==> config.mk <==
export PLATFORM = sky130hd
export DESIGN_NAME = epp_programmer
export DESIGN_NICKNAME = d
export VERILOG_FILES = /design/src/hw/epp_pkg.sv /design/src/hw/epp_timer_if.sv /design/src/hw/epp_programmer.sv /design/src/hw/epp_timer.sv
export VERILOG_INCLUDE_DIRS = /design/src /design/src/hw
export SDC_FILE = /design/constraint.sdc
export NUM_CORES = 1
export LEC_CHECK = 0
export ABC_AREA = 1
export ABC_CLOCK_PERIOD_IN_PS = 5400
export BUFFER_PORTS_ARGS = -buffer_cell sky130_fd_sc_hd__buf_4
export CORE_UTILIZATION = 49
export CTS_BUF_LIST = sky130_fd_sc_hd__clkbuf_4 sky130_fd_sc_hd__clkbuf_8
export CTS_CLUSTER_DIAMETER = 150
export DETAILED_ROUTE_END_ITERATION = 10
export PLACE_DENSITY = 0.79
export SLEW_MARGIN = 30
export SYNTH_ARGS = -nofsm -noshare
export SYNTH_HDL_FRONTEND = slang
export SYNTH_HIERARCHICAL = 1
export SYNTH_SLANG_ARGS = --single-unit
==> constraint.sdc <==
create_clock -name CORE_CLK -period 5.4 [get_ports CORE_CLK]
set_clock_uncertainty 0.15 [all_clocks]
set_input_delay 1.35 -clock CORE_CLK [delete_from_list [all_inputs] [get_ports CORE_CLK]]
set_output_delay 1.35 -clock CORE_CLK [all_outputs]
set_load 0.01 [all_outputs]
==> src/hw/epp_params.svh <==
/*
 Holds the timing counts, register offsets and field positions of the programming controller.
 Assumes a 250 MHz core clock; included by bare name.
*/
`ifndef EPP_PARAMS_SVH
`define EPP_PARAMS_SVH
`define EPP_CLK_MHZ 250
`define EPP_PRIME_US 1000
`define EPP_FINAL_US_PER_PRIME 4000
`define EPP_PRIME_CYC (`EPP_PRIME_US * `EPP_CLK_MHZ)
`define EPP_FINAL_CYC_PER_PRIME (`EPP_FINAL_US_PER_PRIME * `EPP_CLK_MHZ)
`define EPP_SETUP_NS 100
`define EPP_SETUP_CYC ((`EPP_SETUP_NS * `EPP_CLK_MHZ + 999) / 1000)
`define EPP_MAX_PRIME 15
`define EPP_REG_CTRL 4'h0
`define EPP_REG_ADDR 4'h1
`define EPP_REG_DATA 4'h2
`define EPP_REG_STAT 4'h3
`define EPP_REG_RDATA 4'h4
`define EPP_CMD_LSB 0
`define EPP_STAT_BUSY 0
`define EPP_STAT_FAIL 1
`define EPP_STAT_MISM 2
`define EPP_STAT_PROT 3
`define EPP_STAT_DONE 4
`endif

==> src/hw/epp_pkg.sv <==
/*
 Types shared by the programming controller files.
 Assumes the params header is available.
*/
package epp_pkg;
   typedef enum logic [2:0] {
      EPP_CMD_NONE, EPP_CMD_PROG, EPP_CMD_READ, EPP_CMD_PROTECT, EPP_CMD_PVERIFY
   } epp_cmd_t;
   typedef enum {
      EPP_IDLE, EPP_SETUP, EPP_PULSE, EPP_RECOVER, EPP_VERIFY, EPP_FINAL, EPP_DONE
   } epp_state_t;
endpackage : epp_pkg

==> src/hw/epp_timer_if.sv <==
/*
 Carries the load and expiry of the pulse timer between controller and timer.
 Assumes one clock domain.
*/
interface epp_timer_if;
   logic load;
   logic [31:0] count;
   logic expired;
   modport ctrl (output load, output count, input expired);
   modport tmr (input load, input count, output expired);
endinterface : epp_timer_if

==> src/hw/epp_programmer.sv <==
/*
 Byte-wide EPROM programmer: drives chip select, output enable, program strobe,
 test-mode select, 13 address lines and 8 data lines of the target.
 Assumes the supply levels are switched outside; PPS_EN requests the high supply.
 Software uses a plain register port with read data one cycle after the read strobe.
*/
`include "epp_params.svh"
module epp_programmer
   import epp_pkg::*;
#(
   parameter int ADDR_W = 13,
   parameter int MAX_PRIME = `EPP_MAX_PRIME,
   parameter int PRIME_CYC = `EPP_PRIME_CYC,
   parameter int FINAL_CYC_PER_PRIME = `EPP_FINAL_CYC_PER_PRIME,
   parameter int SETUP_CYC = `EPP_SETUP_CYC,
   parameter int MAX_PROTECT = 4
) (
   // clock and reset
   input wire logic CORE_CLK,
   input wire logic RST_N,
   // software register port
   input wire logic [3:0] REG_ADDR,
   input wire logic [31:0] REG_WDATA,
   input wire logic REG_WR,
   input wire logic REG_RD,
   output logic [31:0] REG_RDATA,
   // target control pins
   output logic CHIP_SEL_N,
   output logic OUT_EN_N,
   output logic PROGRAM_STROBE_N,
   output logic TEST_MODE_SELECT,
   output logic PPS_EN,
   output logic [ADDR_W-1:0] BYTE_ADDRESS_LINES,
   // target data pins, three signals each
   input wire logic [7:0] BYTE_DATA_LINES_I,
   output logic [7:0] BYTE_DATA_LINES_O,
   output logic [7:0] BYTE_DATA_LINES_OE_N
);
   // synchronisers for reset and the data pins
   logic rst_s1_reg, rst_s2_reg;
   logic [7:0] din_s1_reg, din_s2_reg;
   // sequencer state and the latched request
   epp_state_t state_reg;
   epp_cmd_t cmd_reg;
   logic [ADDR_W-1:0] addr_reg;
   logic [7:0] data_reg, rdata_reg;
   logic [4:0] prime_reg;
   logic [2:0] prot_try_reg;
   // status flags seen by software
   logic fail_reg, mism_reg, prot_reg, done_reg;
   // start decode and the final pulse length
   logic [31:0] final_cyc;
   logic go;
   epp_cmd_t go_cmd;
   epp_timer_if tif ();

   // one shared down counter times every interval; each state but final and done reloads it as it ends,
   // so a state lasts exactly the count it was loaded with
   epp_timer u_timer (
      .clk(CORE_CLK),
      .rst_n(rst_s2_reg),
      .t(tif)
   );

   // reset release through two flip-flops
   // assertion is immediate, release waits two edges so no flop leaves reset on a late edge
   always_ff @(posedge CORE_CLK or negedge RST_N) begin
      if (!RST_N) begin
         rst_s1_reg <= 1'b0;
         rst_s2_reg <= 1'b0;
      end else begin
         rst_s1_reg <= 1'b1;
         rst_s2_reg <= rst_s1_reg;
      end
   end

   // data pins come from outside the clock domain
   // the pins are only read inside windows that someone drives, so the two-clock lag is budgeted there
   always_ff @(posedge CORE_CLK or negedge rst_s2_reg) begin
      if (!rst_s2_reg) begin
         din_s1_reg <= 8'hFF;
         din_s2_reg <= 8'hFF;
      end else begin
         din_s1_reg <= BYTE_DATA_LINES_I;
         din_s2_reg <= din_s1_reg;
      end
   end

   // a command write starts a cycle; ignored while busy
   // codes five to seven are ignored, so a stray write cannot start an undefined cycle
   assign go_cmd = epp_cmd_t'(REG_WDATA[`EPP_CMD_LSB +: 3]);
   assign go = REG_WR && (REG_ADDR == `EPP_REG_CTRL) && (state_reg == EPP_IDLE)
               && (go_cmd != EPP_CMD_NONE) && (go_cmd <= EPP_CMD_PVERIFY);
   assign final_cyc = 32'(FINAL_CYC_PER_PRIME) * 32'(prime_reg);

   // address and data latches, writable only while idle so pins stay stable
   // software may program bytes in any order; each start takes whatever address is latched
   always_ff @(posedge CORE_CLK or negedge rst_s2_reg) begin
      if (!rst_s2_reg) begin
         addr_reg <= '0;
         data_reg <= 8'hFF;
      end else if (REG_WR && state_reg == EPP_IDLE) begin
         if (REG_ADDR == `EPP_REG_ADDR) addr_reg <= REG_WDATA[ADDR_W-1:0];
         if (REG_ADDR == `EPP_REG_DATA) data_reg <= REG_WDATA[7:0];
      end
   end

   // sequencer: setup, strobe, recover, verify, then final pulse or retry
   // state lengths in core clocks:
   //   setup    SETUP_CYC, address and data settle with the strobe high
   //   pulse    PRIME_CYC for program and protect, SETUP_CYC for read and protect verify
   //   recover  SETUP_CYC, strobe back high before output enable falls
   //   verify   SETUP_CYC with output enable low, sampled on its last clock
   //   final    FINAL_CYC_PER_PRIME times the prime pulses used
   //   done     one clock, raises the done flag
   // the sampled byte lags the pins by two clocks through the synchroniser, so
   // SETUP_CYC below four would sample the level before the target drives
   // a byte that never verifies stops after MAX_PRIME primes and is flagged failed
   // a protect cycle pulses up to MAX_PROTECT times in all while the bit still reads one
   always_ff @(posedge CORE_CLK or negedge rst_s2_reg) begin
      if (!rst_s2_reg) begin
         state_reg <= EPP_IDLE;
         cmd_reg <= EPP_CMD_NONE;
         prime_reg <= 5'h0;
         prot_try_reg <= 3'h0;
      end else begin
         unique case (state_reg)
            EPP_IDLE: begin
               if (go) begin
                  cmd_reg <= go_cmd;
                  prime_reg <= 5'h0;
                  prot_try_reg <= 3'h0;
                  state_reg <= EPP_SETUP;
               end
            end
            EPP_SETUP: begin
               // pins settle a setup time before any strobe
               if (tif.expired) state_reg <= EPP_PULSE;
            end
            EPP_PULSE: begin
               if (tif.expired) begin
                  if (cmd_reg == EPP_CMD_PROG) prime_reg <= prime_reg + 5'h1;
                  if (cmd_reg == EPP_CMD_PROTECT) prot_try_reg <= prot_try_reg + 3'h1;
                  state_reg <= (cmd_reg == EPP_CMD_PROG || cmd_reg == EPP_CMD_PROTECT)
                               ? EPP_RECOVER : EPP_DONE;
               end
            end
            EPP_RECOVER: begin
               if (tif.expired) state_reg <= EPP_VERIFY;
            end
            EPP_VERIFY: begin
               if (tif.expired) begin
                  if (cmd_reg == EPP_CMD_PROTECT) begin
                     // bit still one means unprotected: repeat
                     if (din_s2_reg[7] && prot_try_reg < 3'(MAX_PROTECT)) state_reg <= EPP_SETUP;
                     else state_reg <= EPP_DONE;
                  // a byte passes only when every bit equals the request, zeros and ones alike
                  end else if ((din_s2_reg | data_reg) == din_s2_reg && din_s2_reg == data_reg) begin
                     state_reg <= EPP_FINAL;
                  end else if (prime_reg < 5'(MAX_PRIME)) begin
                     state_reg <= EPP_SETUP;
                  end else begin
                     state_reg <= EPP_DONE;
                  end
               end
            end
            EPP_FINAL: begin
               if (tif.expired) state_reg <= EPP_DONE;
            end
            EPP_DONE: state_reg <= EPP_IDLE;
         endcase
      end
   end

   // timer loads on entry to each timed state, setup through final
   // each state reloads the timer as it expires, so the next state starts on a fresh count
   // final and done leave it alone; a start in idle loads the first setup interval
   always_comb begin
      tif.load = 1'b0;
      tif.count = 32'(SETUP_CYC);
      unique case (state_reg)
         EPP_IDLE: tif.load = go;
         EPP_SETUP: begin
            tif.load = tif.expired;
            tif.count = (cmd_reg == EPP_CMD_PROG || cmd_reg == EPP_CMD_PROTECT)
                        ? 32'(PRIME_CYC) : 32'(SETUP_CYC);
         end
         EPP_PULSE: tif.load = tif.expired;
         EPP_RECOVER: tif.load = tif.expired;
         EPP_VERIFY: begin
            tif.load = tif.expired;
            tif.count = 32'(SETUP_CYC);
            if (cmd_reg == EPP_CMD_PROG && din_s2_reg == data_reg) tif.count = final_cyc;
         end
         EPP_FINAL: tif.load = 1'b0;
         EPP_DONE: tif.load = 1'b0;
      endcase
   end

   // pin levels per mode; registered so every output comes from a flip-flop
   // command to pin levels:
   //   program         select low, enable high, strobe pulsed low, data driven, high supply
   //   program verify  select low, enable low, strobe high, data released
   //   read            select low, enable pulsed low, normal supply
   //   protect         select, enable, strobe and address bit 4 high, test select up, data bit 7 pulsed low
   //   protect verify  select low, enable pulsed low, address bit 6 low, test select up
   // forcing address bits here keeps the software address latch untouched
   always_ff @(posedge CORE_CLK or negedge rst_s2_reg) begin
      if (!rst_s2_reg) begin
         CHIP_SEL_N <= 1'b1;
         OUT_EN_N <= 1'b1;
         PROGRAM_STROBE_N <= 1'b1;
         TEST_MODE_SELECT <= 1'b0;
         PPS_EN <= 1'b0;
         BYTE_ADDRESS_LINES <= '0;
         BYTE_DATA_LINES_O <= 8'hFF;
         BYTE_DATA_LINES_OE_N <= 8'hFF;
      end else begin
         // inhibit by default: chip select and strobe high, outputs floating
         CHIP_SEL_N <= 1'b1;
         OUT_EN_N <= 1'b1;
         PROGRAM_STROBE_N <= 1'b1;
         TEST_MODE_SELECT <= 1'b0;
         PPS_EN <= 1'b0;
         BYTE_ADDRESS_LINES <= addr_reg;
         BYTE_DATA_LINES_O <= data_reg;
         BYTE_DATA_LINES_OE_N <= 8'hFF;
         if (state_reg != EPP_IDLE && state_reg != EPP_DONE) begin
            unique case (cmd_reg)
               EPP_CMD_PROG: begin
                  PPS_EN <= 1'b1;
                  CHIP_SEL_N <= 1'b0;
                  if (state_reg == EPP_VERIFY) begin
                     OUT_EN_N <= 1'b0;
                  end else begin
                     // zeros in data clear cells; ones leave them erased
                     BYTE_DATA_LINES_OE_N <= 8'h00;
                     PROGRAM_STROBE_N <= !(state_reg == EPP_PULSE || state_reg == EPP_FINAL);
                  end
               end
               EPP_CMD_READ: begin
                  CHIP_SEL_N <= 1'b0;
                  OUT_EN_N <= !(state_reg == EPP_PULSE);
               end
               EPP_CMD_PROTECT: begin
                  // supply up for the pulse; the protect bit is read back at the normal supply
                  PPS_EN <= (state_reg != EPP_VERIFY);
                  TEST_MODE_SELECT <= 1'b1;
                  if (state_reg == EPP_VERIFY) begin
                     CHIP_SEL_N <= 1'b0;
                     OUT_EN_N <= 1'b0;
                     BYTE_ADDRESS_LINES <= addr_reg & ~(ADDR_W'(1) << 6);
                  end else begin
                     BYTE_ADDRESS_LINES <= addr_reg | (ADDR_W'(1) << 4);
                     BYTE_DATA_LINES_OE_N <= 8'h7F;
                     BYTE_DATA_LINES_O <= {!(state_reg == EPP_PULSE), 7'h7F};
                  end
               end
               EPP_CMD_PVERIFY: begin
                  TEST_MODE_SELECT <= 1'b1;
                  CHIP_SEL_N <= 1'b0;
                  OUT_EN_N <= !(state_reg == EPP_PULSE);
                  BYTE_ADDRESS_LINES <= addr_reg & ~(ADDR_W'(1) << 6);
               end
               default: ;
            endcase
         end
      end
   end

   // result capture at the end of the sampling interval; set wins over a new start
   // a mismatch stays set until the next start, so software can tell that retries were needed
   // the protect flag follows every protect bit reading and is never cleared by a start
   always_ff @(posedge CORE_CLK or negedge rst_s2_reg) begin
      if (!rst_s2_reg) begin
         rdata_reg <= 8'hFF;
         fail_reg <= 1'b0;
         mism_reg <= 1'b0;
         prot_reg <= 1'b0;
         done_reg <= 1'b0;
      end else begin
         if (go) begin
            fail_reg <= 1'b0;
            mism_reg <= 1'b0;
            done_reg <= 1'b0;
         end
         if (state_reg == EPP_PULSE && tif.expired && (cmd_reg == EPP_CMD_READ || cmd_reg == EPP_CMD_PVERIFY)) begin
            rdata_reg <= din_s2_reg;
            if (cmd_reg == EPP_CMD_PVERIFY) prot_reg <= !din_s2_reg[7];
         end
         if (state_reg == EPP_VERIFY && tif.expired) begin
            rdata_reg <= din_s2_reg;
            if (cmd_reg == EPP_CMD_PROTECT) prot_reg <= !din_s2_reg[7];
            if (cmd_reg == EPP_CMD_PROG && din_s2_reg != data_reg) begin
               mism_reg <= 1'b1;
               if (prime_reg >= 5'(MAX_PRIME)) fail_reg <= 1'b1;
            end
            if (cmd_reg == EPP_CMD_PROTECT && din_s2_reg[7] && prot_try_reg >= 3'(MAX_PROTECT)) fail_reg <= 1'b1;
         end
         if (state_reg == EPP_DONE) done_reg <= 1'b1;
      end
   end

   // register read port, data one cycle after the strobe
   // data stand one cycle only and read zero otherwise, so a stale value is never taken for an answer
   always_ff @(posedge CORE_CLK or negedge rst_s2_reg) begin
      if (!rst_s2_reg) begin
         REG_RDATA <= 32'h0;
      end else if (REG_RD) begin
         unique case (REG_ADDR)
            `EPP_REG_CTRL: REG_RDATA <= {29'h0, cmd_reg};
            `EPP_REG_ADDR: REG_RDATA <= 32'(addr_reg);
            `EPP_REG_DATA: REG_RDATA <= {24'h0, data_reg};
            `EPP_REG_STAT: REG_RDATA <= {19'h0, prime_reg, 3'h0, done_reg, prot_reg, mism_reg, fail_reg,
                                         (state_reg != EPP_IDLE)};
            `EPP_REG_RDATA: REG_RDATA <= {24'h0, rdata_reg};
            default: REG_RDATA <= 32'h0;
         endcase
      end else begin
         REG_RDATA <= 32'h0;
      end
   end
endmodule : epp_programmer

==> src/hw/epp_timer.sv <==
/*
 Down counter that times strobe pulses and setup gaps.
 Assumes load is a one-cycle pulse; expired is a level while idle at zero.
*/
module epp_timer (
   // clock and reset
   input wire logic clk,
   input wire logic rst_n,
   // control
   epp_timer_if.tmr t
);
   logic [31:0] cnt_reg;
   // load wins over counting so a new interval never merges with the last
   always_ff @(posedge clk or negedge rst_n) begin
      if (!rst_n) begin
         cnt_reg <= 32'h0;
      end else if (t.load) begin
         // loaded one below the length: the zero count is the last clock of the interval
         cnt_reg <= (t.count != 32'h0) ? t.count - 32'h1 : 32'h0;
      end else if (cnt_reg != 32'h0) begin
         cnt_reg <= cnt_reg - 32'h1;
      end
   end
   // expiry must not look at load: the controller derives load from expiry
   assign t.expired = (cnt_reg == 32'h0);
endmodule : epp_timer

==> results.md <==
* Outcome: completed
* Yosys warns at 6
* Max-Cap Viols at 0
* Placed Area at 9828 µm²
* Most frequent CP cell: a21oi_1
* Fin crit period at 4635 ps
* Dpl hpwl at 17240 µm
* Die Span Y at 137.6 µm
* First-pass GRT wire length at 36180 µm
* Die X at 137.6 µm
* Dominant synthesized flop cell: dfrtp_1
* Hold-fix buffers, CTS at 0
* Share of post-route cells with drive strength above 1 at 17.47%
* Via-to-Cell Ratio at 5.093
* Clock Path Buffers at 2
* Crit path DAT at 4880 ps
* Pins Over Slew Limit at 0
* Detailed-route DRC error count at 0
* Post-route clock period utilization at 85.83%
* WL/cell at 14.11 µm
* ANT nets after route at 0
* N_diodes at 0
* Worst Setup Start Kind: flip-flop
* Vias in the first global route at 7366
* P&R area growth vs syn at 13.63%
* CTS resizes at 0
* Seq/Total Area, Yosys at 38.93%
* Synthesized area per cell at 7.372 µm²
* CTS H-tree lvls at 4
* Design area at 10240 µm²
* # port buffers at 75
* Worst hold-check path type: flip-flop to asynchronous set/reset pin
* GRT Total Usage at 24.95%
* Leak at 5.172 nW
* DRT Pass-1 Iters at 6
* Setup TNS at 0 ps
* Crit-path max cell delay at 610 ps
* Mapped Area at 9016 µm²
* Antenna violations before repair at 0
* Core footprint at 18020 µm²
* PwrDens at 218.4 nW/µm²
* Met3 Use GR at 5.703%
* Placed Cells at 1542
* Maximum vdd ir drop at 248.4 µV
* Clock tree root driver cell: clkbuf_8
* Std cell rows at 49
* # setup viols final at 0
* Met1 usage at 33.47%
* Die Area at 18950 µm²
* Crit-path cells: ha_1 -> inv_1 -> fa_1 -> fa_1 -> inv_1 -> ha_1 -> a21oi_1 -> o21ai_0 -> a21oi_1 -> a21oi_1 -> nor2_1 -> nor2_2 -> nand2_1 -> nor2_1 -> nand3_2 -> nor2_2 -> nor2_2 -> buf_4 -> o21ai_0 -> a21oi_1
* Nets at 1428
* Netlist cell types at 42
* Total CTS buffers at 17
* CTS tree: built
* Max FFs per register at 32
* WS Path Type: flip-flop to flip-flop
* Hold Vio Cnt, Final at 0
* Clock sinks at 138
* FMAX at 215.8 MHz
* Worst Path Required at 5650 ps
* Syn Inst Count at 1223
* Global placer's final weighted congestion at 0.9406
* Initial DRC count at 751
* Clock Latency Late Sink at 480 ps
* Final WL at 22210 µm
* Largest net degree at the start of global routing at 55
* Grt total ovfl at 0
* WHS at 146.6 ps
* Fin cells at 1574
* CP Capture Type: flip-flop
* Slew margin rel. at 50.57%
* Initial core utilization at 50.02%
* Vias at 8017
* Worst path slowest cell: dfrtp_1
* Met2 usage in global routing at 39.08%
* Post-synthesis sequential element count at 138
* RSZ-0062 raised after global routing: false
* Post-CTS Setup Inserts at 0
* CP max FO at 29
* Clk pin slew, worst setup/hold paths at 90 ps
* Ys async rst share at 100.0%
* EDFF count, synth at 0
* Io pins at 114
* Slew @ Worst Pin at 735.2 ps
* Busiest grt layer: met2
[cells in the mapped netlist (all sizes together), types with 6 or more instances]
cell type	count	share of area, %
nor2	228	11
o21ai	75	4.2
a21oi	54	3.3
nand2	292	13
dfstp	45	13
dfrtp	93	26
nand4	20	1.5
ha	42	5.8
nor3	14	0.89
inv	168	7.0
buf	38	3.1
xnor2	17	1.7
fa	6	1.3
o21bai	8	0.67
o22ai	16	1.1
nand3	69	4.1
xor2	9	0.87
[kinds of logic (layout without fill, tap and decap cells)]
family,count (synthesis),after routing,synth area share [%]
other,2,54,0.08330
and+or+nand+nor,631,631,30.60
DFF,138,138,38.93
buffers and inverters,211,281,10.32
xor gates and xnor gates,26,26,2.526
adders and majority gates,48,48,7.161
AOI/OAI and AO/OA,167,167,10.38
[worst max-delay path, delay by kind of cell, from the launching register on]
kind / cells / cell delay [ps]
AOI/OAI and AO/OA: 6 / 990
adders and majority gates: 4 / 1600
buffers and inverters: 3 / 420
DFF: 1 / 610
and+or+nand+nor: 7 / 780
[cell type report]
cell class              count  area (µm²)
fillers                  1696        7780
multi-input cells         926        4776
flip-flops and latches    138        3513
inverters                 169       636.9
repair buffers             80       620.6
well taps                 229       286.5
clock buffers              17       234.0
clock inverters            15       177.7
[metal layers]
layer / wire (µm) / part of all wire, % / up-vias
met2: 9992 / 45 / 290
met5: 0 / 0 / -
li1: - / - / 4024
met4: 531 / 2.4 / 0
met1: 10080 / 45 / 3664
met3: 1602 / 7.2 / 39
[metrics by stage]
stage                     total power [mW]  setup WS [ps]  util (%)
final                                2.238          765.4     56.84
after floorplan                      1.329           1199         -
after CTS                            2.245          769.9     56.81
after global placement               1.387          832.1     54.37
after global routing                 2.335          420.3     56.84
after detailed placement             1.399          784.0     54.53
[layout by cell type (no fill, tap or decap), types with 9 or more instances in the layout]
| cell | instances |
|---|---|
| nand2_1 | 269 |
| nor2_1 | 199 |
| inv_1 | 162 |
| dfrtp_1 | 92 |
| buf_4 | 79 |
| o21ai_0 | 68 |
| nand3_1 | 64 |
| conb_1 | 54 |
| a21oi_1 | 47 |
| dfstp_2 | 45 |
| ha_1 | 42 |
| nand2_2 | 22 |
| nor2_2 | 21 |
| nand4_1 | 19 |
| xnor2_1 | 17 |
| clkbuf_8 | 17 |
| o22ai_1 | 16 |
| nor3_1 | 12 |
| xor2_1 | 9 |
[report_power, final]
| part | total, mW | switching (mW) | internal, mW |
|---|---|---|---|
| registers | 1.14 | 0.0513 | 1.09 |
| clock network | 0.852 | 0.500 | 0.352 |
| logic | 0.246 | 0.155 | 0.0914 |
| total | 2.24 | 0.706 | 1.53 |
[final timing paths]
check | start | endpoint | slack (ps) | cells after the start
worst max-delay path | prime_reg[2]$_DFFE_PN0P_ | u_timer/cnt_reg[4]$_DFFE_PN0P_ | 770 | 20
worst min-delay path | rst_s2_reg$_DFF_PN0_ | prime_reg[4]$_DFFE_PN0P_ | 150 | 0
worst max register to register | prime_reg[2]$_DFFE_PN0P_ | u_timer/cnt_reg[4]$_DFFE_PN0P_ | 770 | 20
worst min register to register | rst_s2_reg$_DFF_PN0_ | prime_reg[4]$_DFFE_PN0P_ | 150 | 0
max in group asynchronous | rst_s2_reg$_DFF_PN0_ | u_timer/cnt_reg[27]$_DFFE_PN0P_ | 3860 | 1
min in group CORE_CLK | din_s1_reg[0]$_DFF_PN1_ | din_s2_reg[0]$_DFF_PN1_ | 210 | 0
Power figures use the tool's default switching activity.
